<file path="src/inc/ptpi_cfg.svh">
// Constants for the pulse train process image: field positions, limits and timing.
// Assumes inclusion by bare name from the package and the design file.
`ifndef PTPI_CFG_SVH
`define PTPI_CFG_SVH

// Control word bit positions
`define PTPI_CTRL_FREQ_SEL 0
`define PTPI_CTRL_RAMP_INHIBIT 1
`define PTPI_CTRL_TRAVEL_GO 2

// Status word bit positions
`define PTPI_STAT_ACK 0
`define PTPI_STAT_RAMP 1
`define PTPI_STAT_TARGET 4
`define PTPI_STAT_ZERO 5
`define PTPI_STAT_ERROR 6
`define PTPI_STAT_SYNC 13
`define PTPI_STAT_TOGGLE 15

// Reset values
`define PTPI_RST_WORD16 16'h0000
`define PTPI_RST_WORD32 32'h0000_0000

// Wrap limits of the low 16-bit half of the position counter
`define PTPI_CNT_MAX 16'hffff
`define PTPI_CNT_ZERO 16'h0000
`define PTPI_OVF_CLR_FROM 16'h5555
`define PTPI_OVF_CLR_TO 16'h5556
`define PTPI_UNF_CLR_FROM 16'haaaa
`define PTPI_UNF_CLR_TO 16'haaa9

// Base frequency scaling: phase increment is |freq| shifted left by this amount
`define PTPI_BASE1_SHIFT 5'h04
`define PTPI_BASE2_SHIFT 5'h08

// Ramp: one step of this size per ramp tick
`define PTPI_RAMP_STEP 16'h0010
`define PTPI_CLK_PERIOD_NS 10
`define PTPI_RAMP_TICK_NS 1000
`define PTPI_RAMP_TICK_CYC (`PTPI_RAMP_TICK_NS / `PTPI_CLK_PERIOD_NS)

`endif

</file>
<file path="src/inc/ptpi_pkg.sv">
// Types of the pulse train process image.
// Assumes ptpi_cfg.svh is on the include path.
`include "ptpi_cfg.svh"

package ptpi_pkg;

  // Output image written by the fieldbus master
  typedef struct packed {
    logic [15:0] output_control_word;
    logic [15:0] commanded_frequency;
    logic [31:0] travel_target_count;
    logic set_counter;
    logic [31:0] counter_preset;
  } ptpi_out_img_t;

  // Input image returned to the master
  typedef struct packed {
    logic [15:0] input_status_word;
    logic [15:0] input_counter_word;
    logic counter_load_done;
    logic counter_wrap_down_flag;
    logic counter_wrap_up_flag;
    logic encoder_sync_fault;
    logic encoder_update_toggle;
    logic [31:0] position_count;
  } ptpi_in_img_t;

  typedef enum logic [1:0] {
    PTPI_FREE = 2'b00,
    PTPI_MOVE = 2'b01,
    PTPI_DONE = 2'b10
  } ptpi_travel_t;

endpackage : ptpi_pkg

</file>
<file path="src/rtl/ptpi_pulse_train.sv">
// Pulse train output channel with position counter and its process data image.
// Assumes the image ports come from fieldbus logic on core_clk_i; pd_cycle_i marks
// each process data exchange. Target and zero pins are asynchronous.
//
// Behaviour
// - Ack flag shows base frequency change applied
// - In travel mode, ack means target reached
// - Ramp flag high while frequency is ramping
// - Error flag follows overflow or underflow flag
// - Sync fault only in distributed clock mode
// - Update toggle inverts on every image refresh
// - Underflow set on wrap from zero down
// - Underflow cleared at 43690-to-43689 or overflow
// - Overflow set on wrap from maximum up
// - Overflow cleared at 21845-to-21846 or underflow
// - Report target input level in status
// - Report zero input level in status
// - Low counter half goes into data word
// - Select bit picks base frequency one/two
// - Ramp inhibit bit suppresses configured ramp
// - Ramp inhibit aborts a running travel move
// - Go bit drives pulses until target count
// - Output data word is commanded frequency
// - Set-counter command loads preset into counter
`include "ptpi_cfg.svh"
module ptpi_pulse_train
  import ptpi_pkg::*;
(
  // Clock and reset
  input wire logic core_clk_i,
  input wire logic rst_b_i,
  // Process data exchange
  input wire logic pd_cycle_i,
  input wire ptpi_out_img_t out_img_i,
  output ptpi_in_img_t in_img_o,
  // Configuration
  input wire logic ramp_cfg_en_i,
  input wire logic travel_cfg_en_i,
  input wire logic dc_mode_i,
  input wire logic sync_err_evt_i,
  // Pins
  input wire logic target_pin_i,
  input wire logic zero_pin_i,
  output logic pulse_o,
  output logic dir_o
);

  logic rst_meta_reg;
  logic rst_sync_reg;
  logic rst_b;

  always_ff @(posedge core_clk_i or negedge rst_b_i) begin
    if (!rst_b_i) begin
      rst_meta_reg <= 1'b0;
      rst_sync_reg <= 1'b0;
    end else begin
      rst_meta_reg <= 1'b1;
      rst_sync_reg <= rst_meta_reg;
    end
  end
  assign rst_b = rst_sync_reg;

  // Pin synchronisers
  logic [1:0] pin_meta_reg;
  logic [1:0] pin_sync_reg;

  always_ff @(posedge core_clk_i or negedge rst_b) begin
    if (!rst_b) begin
      pin_meta_reg <= 2'b00;
      pin_sync_reg <= 2'b00;
    end else begin
      pin_meta_reg <= {zero_pin_i, target_pin_i};
      pin_sync_reg <= pin_meta_reg;
    end
  end

  // Output image latched once per exchange so a move sees stable commands
  ptpi_out_img_t cmd_reg;

  always_ff @(posedge core_clk_i or negedge rst_b) begin
    if (!rst_b) begin
      cmd_reg <= '0;
    end else if (pd_cycle_i) begin
      cmd_reg <= out_img_i;
    end
  end

  logic freq_sel;
  logic ramp_inhibit;
  logic travel_go;
  logic ramp_on;
  assign freq_sel = cmd_reg.output_control_word[`PTPI_CTRL_FREQ_SEL];
  assign ramp_inhibit = cmd_reg.output_control_word[`PTPI_CTRL_RAMP_INHIBIT];
  assign travel_go = cmd_reg.output_control_word[`PTPI_CTRL_TRAVEL_GO];
  assign ramp_on = ramp_cfg_en_i && !ramp_inhibit;

  // Base frequency choice takes effect only while ramping is off
  logic sel_applied_reg;

  always_ff @(posedge core_clk_i or negedge rst_b) begin
    if (!rst_b) begin
      sel_applied_reg <= 1'b0;
    end else if (!ramp_on) begin
      sel_applied_reg <= freq_sel;
    end
  end

  // Travel distance control
  ptpi_travel_t travel_reg;
  logic [31:0] count_reg;
  logic at_target;
  assign at_target = (count_reg == cmd_reg.travel_target_count);

  always_ff @(posedge core_clk_i or negedge rst_b) begin
    if (!rst_b) begin
      travel_reg <= PTPI_FREE;
    end else if (!travel_cfg_en_i) begin
      travel_reg <= PTPI_FREE;
    end else begin
      unique case (travel_reg)
        PTPI_FREE: begin
          if (travel_go && !ramp_inhibit) begin
            travel_reg <= at_target ? PTPI_DONE : PTPI_MOVE;
          end
        end
        PTPI_MOVE: begin
          if (ramp_inhibit) begin
            travel_reg <= PTPI_FREE;
          end else if (at_target) begin
            travel_reg <= PTPI_DONE;
          end
        end
        PTPI_DONE: begin
          if (!travel_go) begin
            travel_reg <= PTPI_FREE;
          end
        end
        default: begin
          travel_reg <= PTPI_FREE;
        end
      endcase
    end
  end

  // Goal frequency, signed
  logic signed [15:0] req_freq;
  logic [15:0] req_mag;
  logic signed [15:0] goal_freq;
  assign req_freq = cmd_reg.commanded_frequency;
  assign req_mag = req_freq[15] ? 16'(-req_freq) : 16'(req_freq);

  always_comb begin
    if (!travel_cfg_en_i) begin
      goal_freq = req_freq;
    end else if (travel_reg == PTPI_MOVE && !at_target) begin
      goal_freq = (cmd_reg.travel_target_count > count_reg) ? req_mag : 16'(-req_mag);
    end else begin
      goal_freq = 16'h0000;
    end
  end

  // Ramp tick divider
  logic [$clog2(`PTPI_RAMP_TICK_CYC)-1:0] tick_cnt_reg;
  logic ramp_tick;
  assign ramp_tick = (tick_cnt_reg == '0);

  always_ff @(posedge core_clk_i or negedge rst_b) begin
    if (!rst_b) begin
      tick_cnt_reg <= '0;
    end else if (ramp_tick) begin
      tick_cnt_reg <= ($clog2(`PTPI_RAMP_TICK_CYC))'(`PTPI_RAMP_TICK_CYC - 1);
    end else begin
      tick_cnt_reg <= tick_cnt_reg - 1'b1;
    end
  end

  // Current output frequency; a stop at target is immediate to avoid overshoot
  logic signed [15:0] cur_freq_reg;
  logic signed [16:0] freq_diff;
  assign freq_diff = 17'(goal_freq) - 17'(cur_freq_reg);

  always_ff @(posedge core_clk_i or negedge rst_b) begin
    if (!rst_b) begin
      cur_freq_reg <= 16'h0000;
    end else if (!ramp_on || (travel_cfg_en_i && (travel_reg != PTPI_MOVE || at_target))) begin
      cur_freq_reg <= goal_freq;
    end else if (ramp_tick) begin
      if (freq_diff > 17'($signed(`PTPI_RAMP_STEP))) begin
        cur_freq_reg <= cur_freq_reg + $signed(`PTPI_RAMP_STEP);
      end else if (freq_diff < -17'($signed(`PTPI_RAMP_STEP))) begin
        cur_freq_reg <= cur_freq_reg - $signed(`PTPI_RAMP_STEP);
      end else begin
        cur_freq_reg <= goal_freq;
      end
    end
  end

  logic ramp_active;
  assign ramp_active = ramp_on && (cur_freq_reg != goal_freq);

  // Phase accumulator; its top bit is the pulse waveform
  logic [15:0] cur_mag;
  logic [4:0] base_shift;
  logic [31:0] phase_inc;
  logic [31:0] phase_reg;
  logic [31:0] phase_next;
  assign cur_mag = cur_freq_reg[15] ? 16'(-cur_freq_reg) : 16'(cur_freq_reg);
  assign base_shift = sel_applied_reg ? `PTPI_BASE2_SHIFT : `PTPI_BASE1_SHIFT;
  assign phase_inc = {16'h0000, cur_mag} << base_shift;
  assign phase_next = phase_reg + phase_inc;

  always_ff @(posedge core_clk_i or negedge rst_b) begin
    if (!rst_b) begin
      phase_reg <= `PTPI_RST_WORD32;
      pulse_o <= 1'b0;
      dir_o <= 1'b0;
    end else begin
      phase_reg <= phase_next;
      pulse_o <= phase_next[31];
      if (cur_mag != 16'h0000) begin
        dir_o <= cur_freq_reg[15];
      end
    end
  end

  logic pulse_edge;
  assign pulse_edge = phase_next[31] && !pulse_o;

  // Position counter and wrap flags with hysteresis
  logic load_done_reg;
  logic ovf_reg;
  logic unf_reg;
  logic step_up;
  logic step_dn;
  logic [15:0] cnt_lo;
  assign step_up = pulse_edge && !cur_freq_reg[15];
  assign step_dn = pulse_edge && cur_freq_reg[15];
  assign cnt_lo = count_reg[15:0];

  always_ff @(posedge core_clk_i or negedge rst_b) begin
    if (!rst_b) begin
      count_reg <= `PTPI_RST_WORD32;
    end else if (cmd_reg.set_counter && !load_done_reg) begin
      count_reg <= cmd_reg.counter_preset;
    end else if (step_up) begin
      count_reg <= count_reg + 32'h1;
    end else if (step_dn) begin
      count_reg <= count_reg - 32'h1;
    end
  end

  always_ff @(posedge core_clk_i or negedge rst_b) begin
    if (!rst_b) begin
      load_done_reg <= 1'b0;
    end else begin
      load_done_reg <= cmd_reg.set_counter;
    end
  end

  logic wrap_up;
  logic wrap_dn;
  assign wrap_up = step_up && (cnt_lo == `PTPI_CNT_MAX) && !(cmd_reg.set_counter && !load_done_reg);
  assign wrap_dn = step_dn && (cnt_lo == `PTPI_CNT_ZERO) && !(cmd_reg.set_counter && !load_done_reg);

  always_ff @(posedge core_clk_i or negedge rst_b) begin
    if (!rst_b) begin
      ovf_reg <= 1'b0;
    end else if (wrap_up) begin
      ovf_reg <= 1'b1;
    end else if (wrap_dn || (step_up && cnt_lo == `PTPI_OVF_CLR_FROM)) begin
      ovf_reg <= 1'b0;
    end
  end

  always_ff @(posedge core_clk_i or negedge rst_b) begin
    if (!rst_b) begin
      unf_reg <= 1'b0;
    end else if (wrap_dn) begin
      unf_reg <= 1'b1;
    end else if (wrap_up || (step_dn && cnt_lo == `PTPI_UNF_CLR_FROM)) begin
      unf_reg <= 1'b0;
    end
  end

  // Sync errors collected over one exchange cycle; a new event wins over the clear
  logic sync_seen_reg;

  always_ff @(posedge core_clk_i or negedge rst_b) begin
    if (!rst_b) begin
      sync_seen_reg <= 1'b0;
    end else if (sync_err_evt_i) begin
      sync_seen_reg <= 1'b1;
    end else if (pd_cycle_i) begin
      sync_seen_reg <= 1'b0;
    end
  end

  // Image refresh, once per exchange
  logic [15:0] status_next;
  logic ack_bit;
  assign ack_bit = travel_cfg_en_i ? (travel_reg == PTPI_DONE) : sel_applied_reg;

  always_comb begin
    status_next = 16'h0000;
    status_next[`PTPI_STAT_ACK] = ack_bit;
    status_next[`PTPI_STAT_RAMP] = ramp_active;
    status_next[`PTPI_STAT_TARGET] = pin_sync_reg[0];
    status_next[`PTPI_STAT_ZERO] = pin_sync_reg[1];
    status_next[`PTPI_STAT_ERROR] = ovf_reg || unf_reg;
    status_next[`PTPI_STAT_SYNC] = dc_mode_i && (sync_seen_reg || sync_err_evt_i);
    status_next[`PTPI_STAT_TOGGLE] = !in_img_o.input_status_word[`PTPI_STAT_TOGGLE];
  end

  always_ff @(posedge core_clk_i or negedge rst_b) begin
    if (!rst_b) begin
      in_img_o <= '0;
    end else if (pd_cycle_i) begin
      in_img_o.input_status_word <= status_next;
      in_img_o.input_counter_word <= count_reg[15:0];
      in_img_o.counter_load_done <= load_done_reg;
      in_img_o.counter_wrap_down_flag <= unf_reg;
      in_img_o.counter_wrap_up_flag <= ovf_reg;
      in_img_o.encoder_sync_fault <= status_next[`PTPI_STAT_SYNC];
      in_img_o.encoder_update_toggle <= !in_img_o.encoder_update_toggle;
      in_img_o.position_count <= count_reg;
    end
  end

  // Checks
  a_wrap_down_set: assert property (@(posedge core_clk_i) disable iff (!rst_b)
    wrap_dn |=> unf_reg && !ovf_reg) else $error("underflow not set on wrap down");
  a_unf_clear: assert property (@(posedge core_clk_i) disable iff (!rst_b)
    step_dn && cnt_lo == 16'haaaa && !wrap_up |=> !unf_reg) else $error("underflow not cleared");
  a_wrap_up_set: assert property (@(posedge core_clk_i) disable iff (!rst_b)
    wrap_up |=> ovf_reg && !unf_reg) else $error("overflow not set on wrap up");
  a_ovf_clear: assert property (@(posedge core_clk_i) disable iff (!rst_b)
    step_up && cnt_lo == 16'h5555 |=> !ovf_reg) else $error("overflow not cleared");
  a_error_image: assert property (@(posedge core_clk_i) disable iff (!rst_b)
    pd_cycle_i |=> in_img_o.input_status_word[6] == (in_img_o.counter_wrap_up_flag
    || in_img_o.counter_wrap_down_flag)) else $error("error bit mismatch");
  a_toggle_flip: assert property (@(posedge core_clk_i) disable iff (!rst_b)
    pd_cycle_i |=> in_img_o.input_status_word[15] != $past(in_img_o.input_status_word[15]))
    else $error("toggle not inverted");
  a_toggle_hold: assert property (@(posedge core_clk_i) disable iff (!rst_b)
    !pd_cycle_i |=> $stable(in_img_o)) else $error("image changed outside exchange");
  a_sync_mode: assert property (@(posedge core_clk_i) disable iff (!rst_b)
    pd_cycle_i && !dc_mode_i |=> !in_img_o.input_status_word[13]) else $error("sync fault outside dc");
  a_counter_load: assert property (@(posedge core_clk_i) disable iff (!rst_b)
    cmd_reg.set_counter && !load_done_reg |=> count_reg == $past(cmd_reg.counter_preset) ##0 load_done_reg)
    else $error("preset not loaded");
  a_count_step: assert property (@(posedge core_clk_i) disable iff (!rst_b)
    step_up && !(cmd_reg.set_counter && !load_done_reg) |=> count_reg == $past(count_reg) + 32'h1)
    else $error("count did not step");
  a_abort_move: assert property (@(posedge core_clk_i) disable iff (!rst_b)
    travel_reg == PTPI_MOVE && ramp_inhibit |=> travel_reg == PTPI_FREE) else $error("move not aborted");
  a_no_ramp: assert property (@(posedge core_clk_i) disable iff (!rst_b)
    !ramp_on |=> cur_freq_reg == $past(goal_freq)) else $error("ramp while inhibited");
  a_sel_apply: assert property (@(posedge core_clk_i) disable iff (!rst_b)
    !ramp_on ##1 !ramp_on |-> sel_applied_reg == $past(freq_sel)) else $error("select not applied");
  a_travel_halt: assert property (@(posedge core_clk_i) disable iff (!rst_b)
    travel_cfg_en_i && travel_reg == PTPI_MOVE && at_target |=> cur_freq_reg == 16'h0000) else $error("no stop at target");
  a_dir_follow: assert property (@(posedge core_clk_i) disable iff (!rst_b)
    cur_freq_reg != 16'h0000 |=> dir_o == $past(cur_freq_reg[15])) else $error("direction not followed");
  c_travel_abort: cover property (@(posedge core_clk_i) disable iff (!rst_b)
    travel_reg == PTPI_MOVE ##1 travel_reg == PTPI_FREE);
  c_travel_done: cover property (@(posedge core_clk_i) disable iff (!rst_b)
    travel_reg == PTPI_MOVE ##1 travel_reg == PTPI_DONE);
  c_wrap_up: cover property (@(posedge core_clk_i) disable iff (!rst_b) wrap_up);
  c_wrap_down: cover property (@(posedge core_clk_i) disable iff (!rst_b) wrap_dn);
  c_ramping: cover property (@(posedge core_clk_i) disable iff (!rst_b) ramp_active [*3]);

endmodule : ptpi_pulse_train

</file>
<file path="config.mk">
export PLATFORM = sky130hd
export DESIGN_NAME = ptpi_pulse_train
export DESIGN_NICKNAME = d
export VERILOG_FILES = /design/src/inc/ptpi_pkg.sv /design/src/rtl/ptpi_pulse_train.sv
export VERILOG_INCLUDE_DIRS = /design/src /design/src/inc
export SDC_FILE = /design/constraint.sdc
export NUM_CORES = 1
export LEC_CHECK = 0
export ABC_AREA = 1
export BUFFER_PORTS_ARGS = -buffer_cell sky130_fd_sc_hd__buf_2
export CAP_MARGIN = 5
export CORE_MARGIN = 1.5
export CORE_UTILIZATION = 60
export CTS_BUF_LIST = sky130_fd_sc_hd__clkbuf_16
export CTS_CLUSTER_SIZE = 25
export DETAILED_ROUTE_END_ITERATION = 6
export PLACE_DENSITY_LB_ADDON = 0.25
export SLEW_MARGIN = 20
export SYNTH_ARGS = -nofsm -noshare
export SYNTH_HDL_FRONTEND = slang
export SYNTH_SLANG_ARGS = --single-unit
</file>
<file path="constraint.sdc">
create_clock -name core_clk_i -period 12.5 [get_ports core_clk_i]
set_input_delay 1.875 -clock core_clk_i [delete_from_list [all_inputs] [get_ports core_clk_i]]
set_output_delay 1.875 -clock core_clk_i [all_outputs]
set_load 0.05 [all_outputs]
</file>
After elaboration in Yosys (flattened, before gate mapping)
Cells that the tools add are included.
W data, S select, Z words.
{"block": "word_totals", "regBits": 246, "output_inout_bits": 71}
{"block": "op_classes", "addsub": 10, "order_cmp": 3, "eq_ne": 11, "shifts": 1, "muxes": 28, "n_reduce_logical": 41}
{"operator": "$mux W16", "n": 9}
{"operator": "$mux W32", "n": 3}
{"operator": "$neg A16 Y16", "n": 3}
{"operator": "$add A32 B1 Y32 const B", "n": 1}
{"operator": "$add A32 B32 Y32", "n": 1}
{"operator": "$eq A16 B16 Y1 const B", "n": 2}
{"operator": "$eq A32 B32 Y1", "n": 1}
{"operator": "$gt A32 B32 Y1", "n": 1}
{"operator": "$shl A16 B4 Y32", "n": 1}
{"operator": "$sub A32 B1 Y32 const B", "n": 1}
{"operator": "$gt A17 B6 Y1 const B", "n": 1}
{"operator": "$lt A17 B5 Y1 const B", "n": 1}
{"operator": "$sub A16 B16 Y17", "n": 1}
{"operator": "$add A16 B6 Y16 const B", "n": 1}
{"operator": "$eq A16 B15 Y1 const B", "n": 1}
{"operator": "$logic_and A1 B1 Y1", "n": 16}
{"operator": "$logic_not A16 Y1", "n": 1}
{"operator": "$ne A16 B16 Y1", "n": 1}
{"operator": "$reduce_bool A16 Y1", "n": 1}
{"operator": "$sub A16 B6 Y16 const B", "n": 1}
{"operator": "$mux W2", "n": 6}
{"operator": "$logic_not A1 Y1", "n": 9}
{"operator": "$reduce_bool A2 Y1", "n": 4}
{"operator": "$logic_not A7 Y1", "n": 1}
{"operator": "14 further kinds", "n": 26}

Longest topological paths before layout
{"block": "depth", "ltp_word": 12, "ltp_mapped": 40}

Worst setup path before layout
OpenSTA, ideal clock, no wires.
{"block": "synth_timing", "path_kind": "flip-flop to flip-flop", "start": "register cur_freq_reg[1]", "end": "register count_reg[20]", "setup_ns": 0.142, "t_arrival_ns": 5.412, "required_time_ns": 12.358, "path_slack_ns": 6.946, "stages_incl_launch_ff": 35, "n_path_buf": 0, "period_less_slack_ns": 5.554, "path_cell_list": "dfrtp_1 inv_1 ha_1 inv_1 nor2_1 nand3_1 o21ai_1 nand2_1 xor2_1 nand2_1 o21ai_0 ha_1 nand2_1 inv_1 nand2_1 nor2_1 nand3_1 nand3_1 nand2_1 o211ai_1 a21boi_0 nor3_1 ha_1 nand2_1 fa_1 nand2_1 nand3_1 o21ai_1 o21a_1 o21ai_1 a21oi_1 o21ai_1 or2_2 nand3_1 o221ai_1"}
{"block": "synth_via", "elab_chain_cells": 8}
{"element": "from (decl)", "line_no": "ptpi_pulse_train.sv:178", "text": "logic signed [15:0] cur_freq_reg;"}
{"element": "from (signal assigned)", "line_no": "ptpi_pulse_train.sv:186", "text": "cur_freq_reg <= goal_freq;"}
{"element": "from (signal assigned)", "line_no": "ptpi_pulse_train.sv:189", "text": "cur_freq_reg <= cur_freq_reg + $signed(`PTPI_RAMP_STEP);"}
{"element": "from (signal assigned)", "line_no": "ptpi_pulse_train.sv:191", "text": "cur_freq_reg <= cur_freq_reg - $signed(`PTPI_RAMP_STEP);"}
{"element": "$neg A16 Y16", "line_no": "ptpi_pulse_train.sv:207", "text": "assign cur_mag = cur_freq_reg[15] ? 16'(-cur_freq_reg) : 16'(cur_freq_reg);"}
{"element": "$mux W16 (*)", "line_no": "ptpi_pulse_train.sv:207"}
{"element": "$shl A16 B4 Y32 (*)", "line_no": "ptpi_pulse_train.sv:209", "text": "assign phase_inc = {16'h0000, cur_mag} << base_shift;"}
{"element": "$add A32 B32 Y32 (*)", "line_no": "ptpi_pulse_train.sv:210", "text": "assign phase_next = phase_reg + phase_inc;"}
{"element": "$logic_and A1 B1 Y1 (*)", "line_no": "ptpi_pulse_train.sv:227", "text": "assign pulse_edge = phase_next[31] && !pulse_o;"}
{"element": "$logic_and A1 B1 Y1", "line_no": "ptpi_pulse_train.sv:236", "text": "assign step_up = pulse_edge && !cur_freq_reg[15];"}
{"element": "$mux W32", "line_no": "ptpi_pulse_train.sv:245", "text": "end else if (step_up) begin"}
{"element": "$mux W32", "line_no": "ptpi_pulse_train.sv:243", "text": "end else if (cmd_reg.set_counter && !load_done_reg) begin"}
{"element": "to (signal assigned)", "line_no": "ptpi_pulse_train.sv:242", "text": "count_reg <= `PTPI_RST_WORD32;"}
{"element": "to (signal assigned)", "line_no": "ptpi_pulse_train.sv:244", "text": "count_reg <= cmd_reg.counter_preset;"}
{"element": "to (signal assigned)", "line_no": "ptpi_pulse_train.sv:246", "text": "count_reg <= count_reg + 32'h1;"}
{"element": "to (decl)", "line_no": "ptpi_pulse_train.sv:110", "text": "logic [31:0] count_reg;"}
Mark *: on every way between the ends. The rest lies on a longest branch, timed or not.
A chain may end at the register's enable or synchronous reset.

Worst setup path in the final report
Ends and elaborated chain as after synthesis.

==> run_results.csv <==
group,metric,value,unit
outcome,status,"finished with violations",
outcome,violations,"DRC",
sta,skew,35.0,ps
sta,fin_crit,6370,ps
sta,worst_slew_pin_slew,1050,ps
sta,setup_violations,0,
setup_path,worst-r2r-setup-slack,6130,ps
placed_design,place.detailed.instances,2662,
route,drc,2,
synthesis,synth_edf_count,0,
job,cap_violations,0,
die,die_w,166,um
setup_path,start_kind,"flip-flop",
die,dieHeight,166,um
clocking,hold_buffers,0,
setup_path,critPathLaunch,"cur_freq_reg[1]$_DFFE_PN0P_",
min_path,hold_class,"flip-flop to flip-flop",
clocking,root_buffer,"clkbuf_16",
setup_path,cp_max_fo,33,
synthesis,synth_cells,2237,
clocking,cts_tree,"done",
clocking,clk_latency,550,ps
setup_path,worstRegToRegCells,34,
route,routedWlPerCell,15.3,um
die,dieArea,27700,um^2
final_layout,fin_cells,2706,
synthesis,synthDominantCellAreaShare,35.6,%
setup_path,max_stage_delay,410,ps
synthesis,yosys.area.top_type,"dfrtp_1",
power_and_ir_drop,p_per_area,282,nW/um^2
global_routing,overflow,0,
die,start_util,61.3,%
global_routing,grt_pass1_wl,70000,um
min_path,min_from,"pin_meta_reg[0]$_DFF_PN0_",
sta,post-route-period-util,51.0,%
die,core,26100,um^2
die,floorplan.io_pins,177,
clocking,clock_sinks,228,
synthesis,synth.cell_area,16000,um^2
synthesis,seq_area_frac_synth,35.6,%
sta,rsz0062_at_grt,"no",
synthesis,yosysWarnings,0,
route,ant_nets,0,
route,vias_per_cell,5.61,
clocking,cts_buffers,25,
setup_path,cp_common_cell,"nand2_1",
sta,slew_headroom,30.2,%
global_routing,antenna_found_initial,0,
setup_path,crit_type,"flip-flop to flip-flop",
sta,final_hold_viol_count,0,
clocking,clk_pin_slew,60,ps
clocking,post-cts-setup-buffer-count,0,
clocking,cts_buffer_depth,3,
placed_design,gp_congestion,0.964,
route,vias,15200,
route,drtIter0Drc,1137,
global_routing,grt_use_total,30.3,%
power_and_ir_drop,p_leak,9.44,nW
sta,setup_tns,0,ps
synthesis,yosysUniqueCellTypes,47,
final_layout,layout.nets,2577,
clocking,cts-resized-gates,0,
setup_path,crit_required,12870,ps
synthesis,synthArstFlopShare,100,%
synthesis,yosys-top-cells-area,"dfrtp_1, nand2_1, ha_1",
power_and_ir_drop,peakVddDrop,0.146,mV
setup_path,r2r-end,"count_reg[20]$_DFFE_PN0P_",
setup_path,worstPathArrival,6750,ps
final_layout,area_growth,10.3,%
route,dr.pass1.iters,7,
clocking,htree_levels,1,
setup_path,endpoint_kind,"flip-flop",
placed_design,port_buffers,154,
sta,timing.fmax,0.157,GHz
placed_design,dp_hpwl,31200,um
min_path,hold_depth,0,
synthesis,syn_avg_cell_area,7.16,um^2
final_layout,utilization,67.6,%
final_layout,largest_reg_flops,68,
synthesis,synth_flop_cell,"dfrtp_1",
die,row_count,59,
global_routing,grt_start_max_net_pins,157,
setup_path,r2r-start,"cur_freq_reg[1]$_DFFE_PN0P_",
sta,final-max-slew-violation-count,0,
synthesis,synth_seq_cells,228,
route,drt_wl_total,41500,um
final_layout,drive_gt1_share,9.78,%
sta,whs,349,ps
setup_path,cp_slowest_cell,"dfrtp_1",
final_layout,antenna_cells,0,
min_path,hold_end,"pin_sync_reg[0]$_DFF_PN0_",
global_routing,grt_pass1_vias,14900,
worst max path at each step:
stage                                      endpoint  cells after the start  slack, ps
after floorplan              cmd_reg[0]$_DFFE_PN0P_                      0       5680
final                     count_reg[20]$_DFFE_PN0P_                     34       6130
after global placement    count_reg[20]$_DFFE_PN0P_                     34       6310
after global routing      count_reg[18]$_DFFE_PN0P_                     35       5490
after CTS                 count_reg[20]$_DFFE_PN0P_                     34       6190
after detailed placement  count_reg[20]$_DFFE_PN0P_                     34       6230
kinds of logic after synthesis:
group	synth area share, %
AND/OR/NAND/NOR	28.1
AO/OA/AOI/OAI	12.8
buffers and inverters	9.49
other	0.0469
flip-flops	35.6
adder cells (fa/ha/maj)	9.28
XOR/XNOR	4.65
routing by layer:
| layer | routed length [um] | GRT usage, % | vias up |
|---|---|---|---|
| li1 | - | - | 7485 |
| met1 | 17700 | 39.3 | 7037 |
| met2 | 20000 | 52.2 | 553 |
| met3 | 2420 | 3.61 | 100 |
| met4 | 1470 | 11.3 | 0 |
| met5 | 0 | 0 | - |
power by group:
group / switching [W] / internal [W] / total, W
clock: 0.000301 / 0.000405 / 0.000706
combinational: 0.00208 / 0.00105 / 0.00313
sequential: 0.000185 / 0.000954 / 0.00114
total: 0.00257 / 0.00241 / 0.00498
cell usage in the layout, fill, tap and decap left out, types with 29 or more instances in the layout:
master	count
xor2_1	62
o221ai_1	29
o21ai_0	155
dfrtp_1	227
ha_1	114
nor2_1	149
a21oi_1	110
inv_1	286
nand4_1	38
nand2_1	671
nand3_1	134
buf_2	153
stage by stage:
step / worst slack, ps / power, W / instance area, um^2
3_3_place_gp: 6310 / 0.00411 / 16900
4_1_cts: 6190 / 0.00494 / 17700
3_5_place_dp: 6230 / 0.00420 / 16900
2_1_floorplan: 5680 / 0.00356 / 16100
6_report: 6130 / 0.00498 / 17700
5_1_grt: 5490 / 0.00544 / 17700
area by class of cell:
class	instances	area, um^2
clock buffers	25	626
clock inverters	19	150
fillers	2309	8460
inverters	286	1070
multi-input cells	1653	8860
flip-flops and latches	228	5710
well taps	335	419
repair buffers	160	831
worst max-delay path, delay by kind of cell, from the launching register on:
kind            cells  cell delay, ps
fa+ha+maj           4            1130
flops               1             410
simple gates       12            1440
compound gates     13            2310
xor+xnor            1             220
buf+inv             4             700
synthesized netlist by cell type (4+ instances only):
cell / instances
nand2_2: 7
nor2_1: 149
o211ai_1: 4
o21ai_0: 155
xnor2_1: 23
o221ai_1: 29
nand4_1: 38
buf_4: 30
dfrtp_1: 228
nor2_2: 4
nand3_1: 134
nor4_1: 8
nand2_1: 671
nor3_1: 25
o21a_1: 7
inv_2: 5
inv_1: 280
a21o_1: 12
o21bai_1: 8
nand3b_1: 10
buf_2: 6
buf_1: 5
a21oi_1: 110
nor3_2: 4
ha_1: 114
a31oi_1: 12
clkbuf_1: 46
xor2_1: 62
or2_2: 4
nand3_2: 6
o21ai_1: 11
Note: power is estimated with default switching activity, not from simulation.
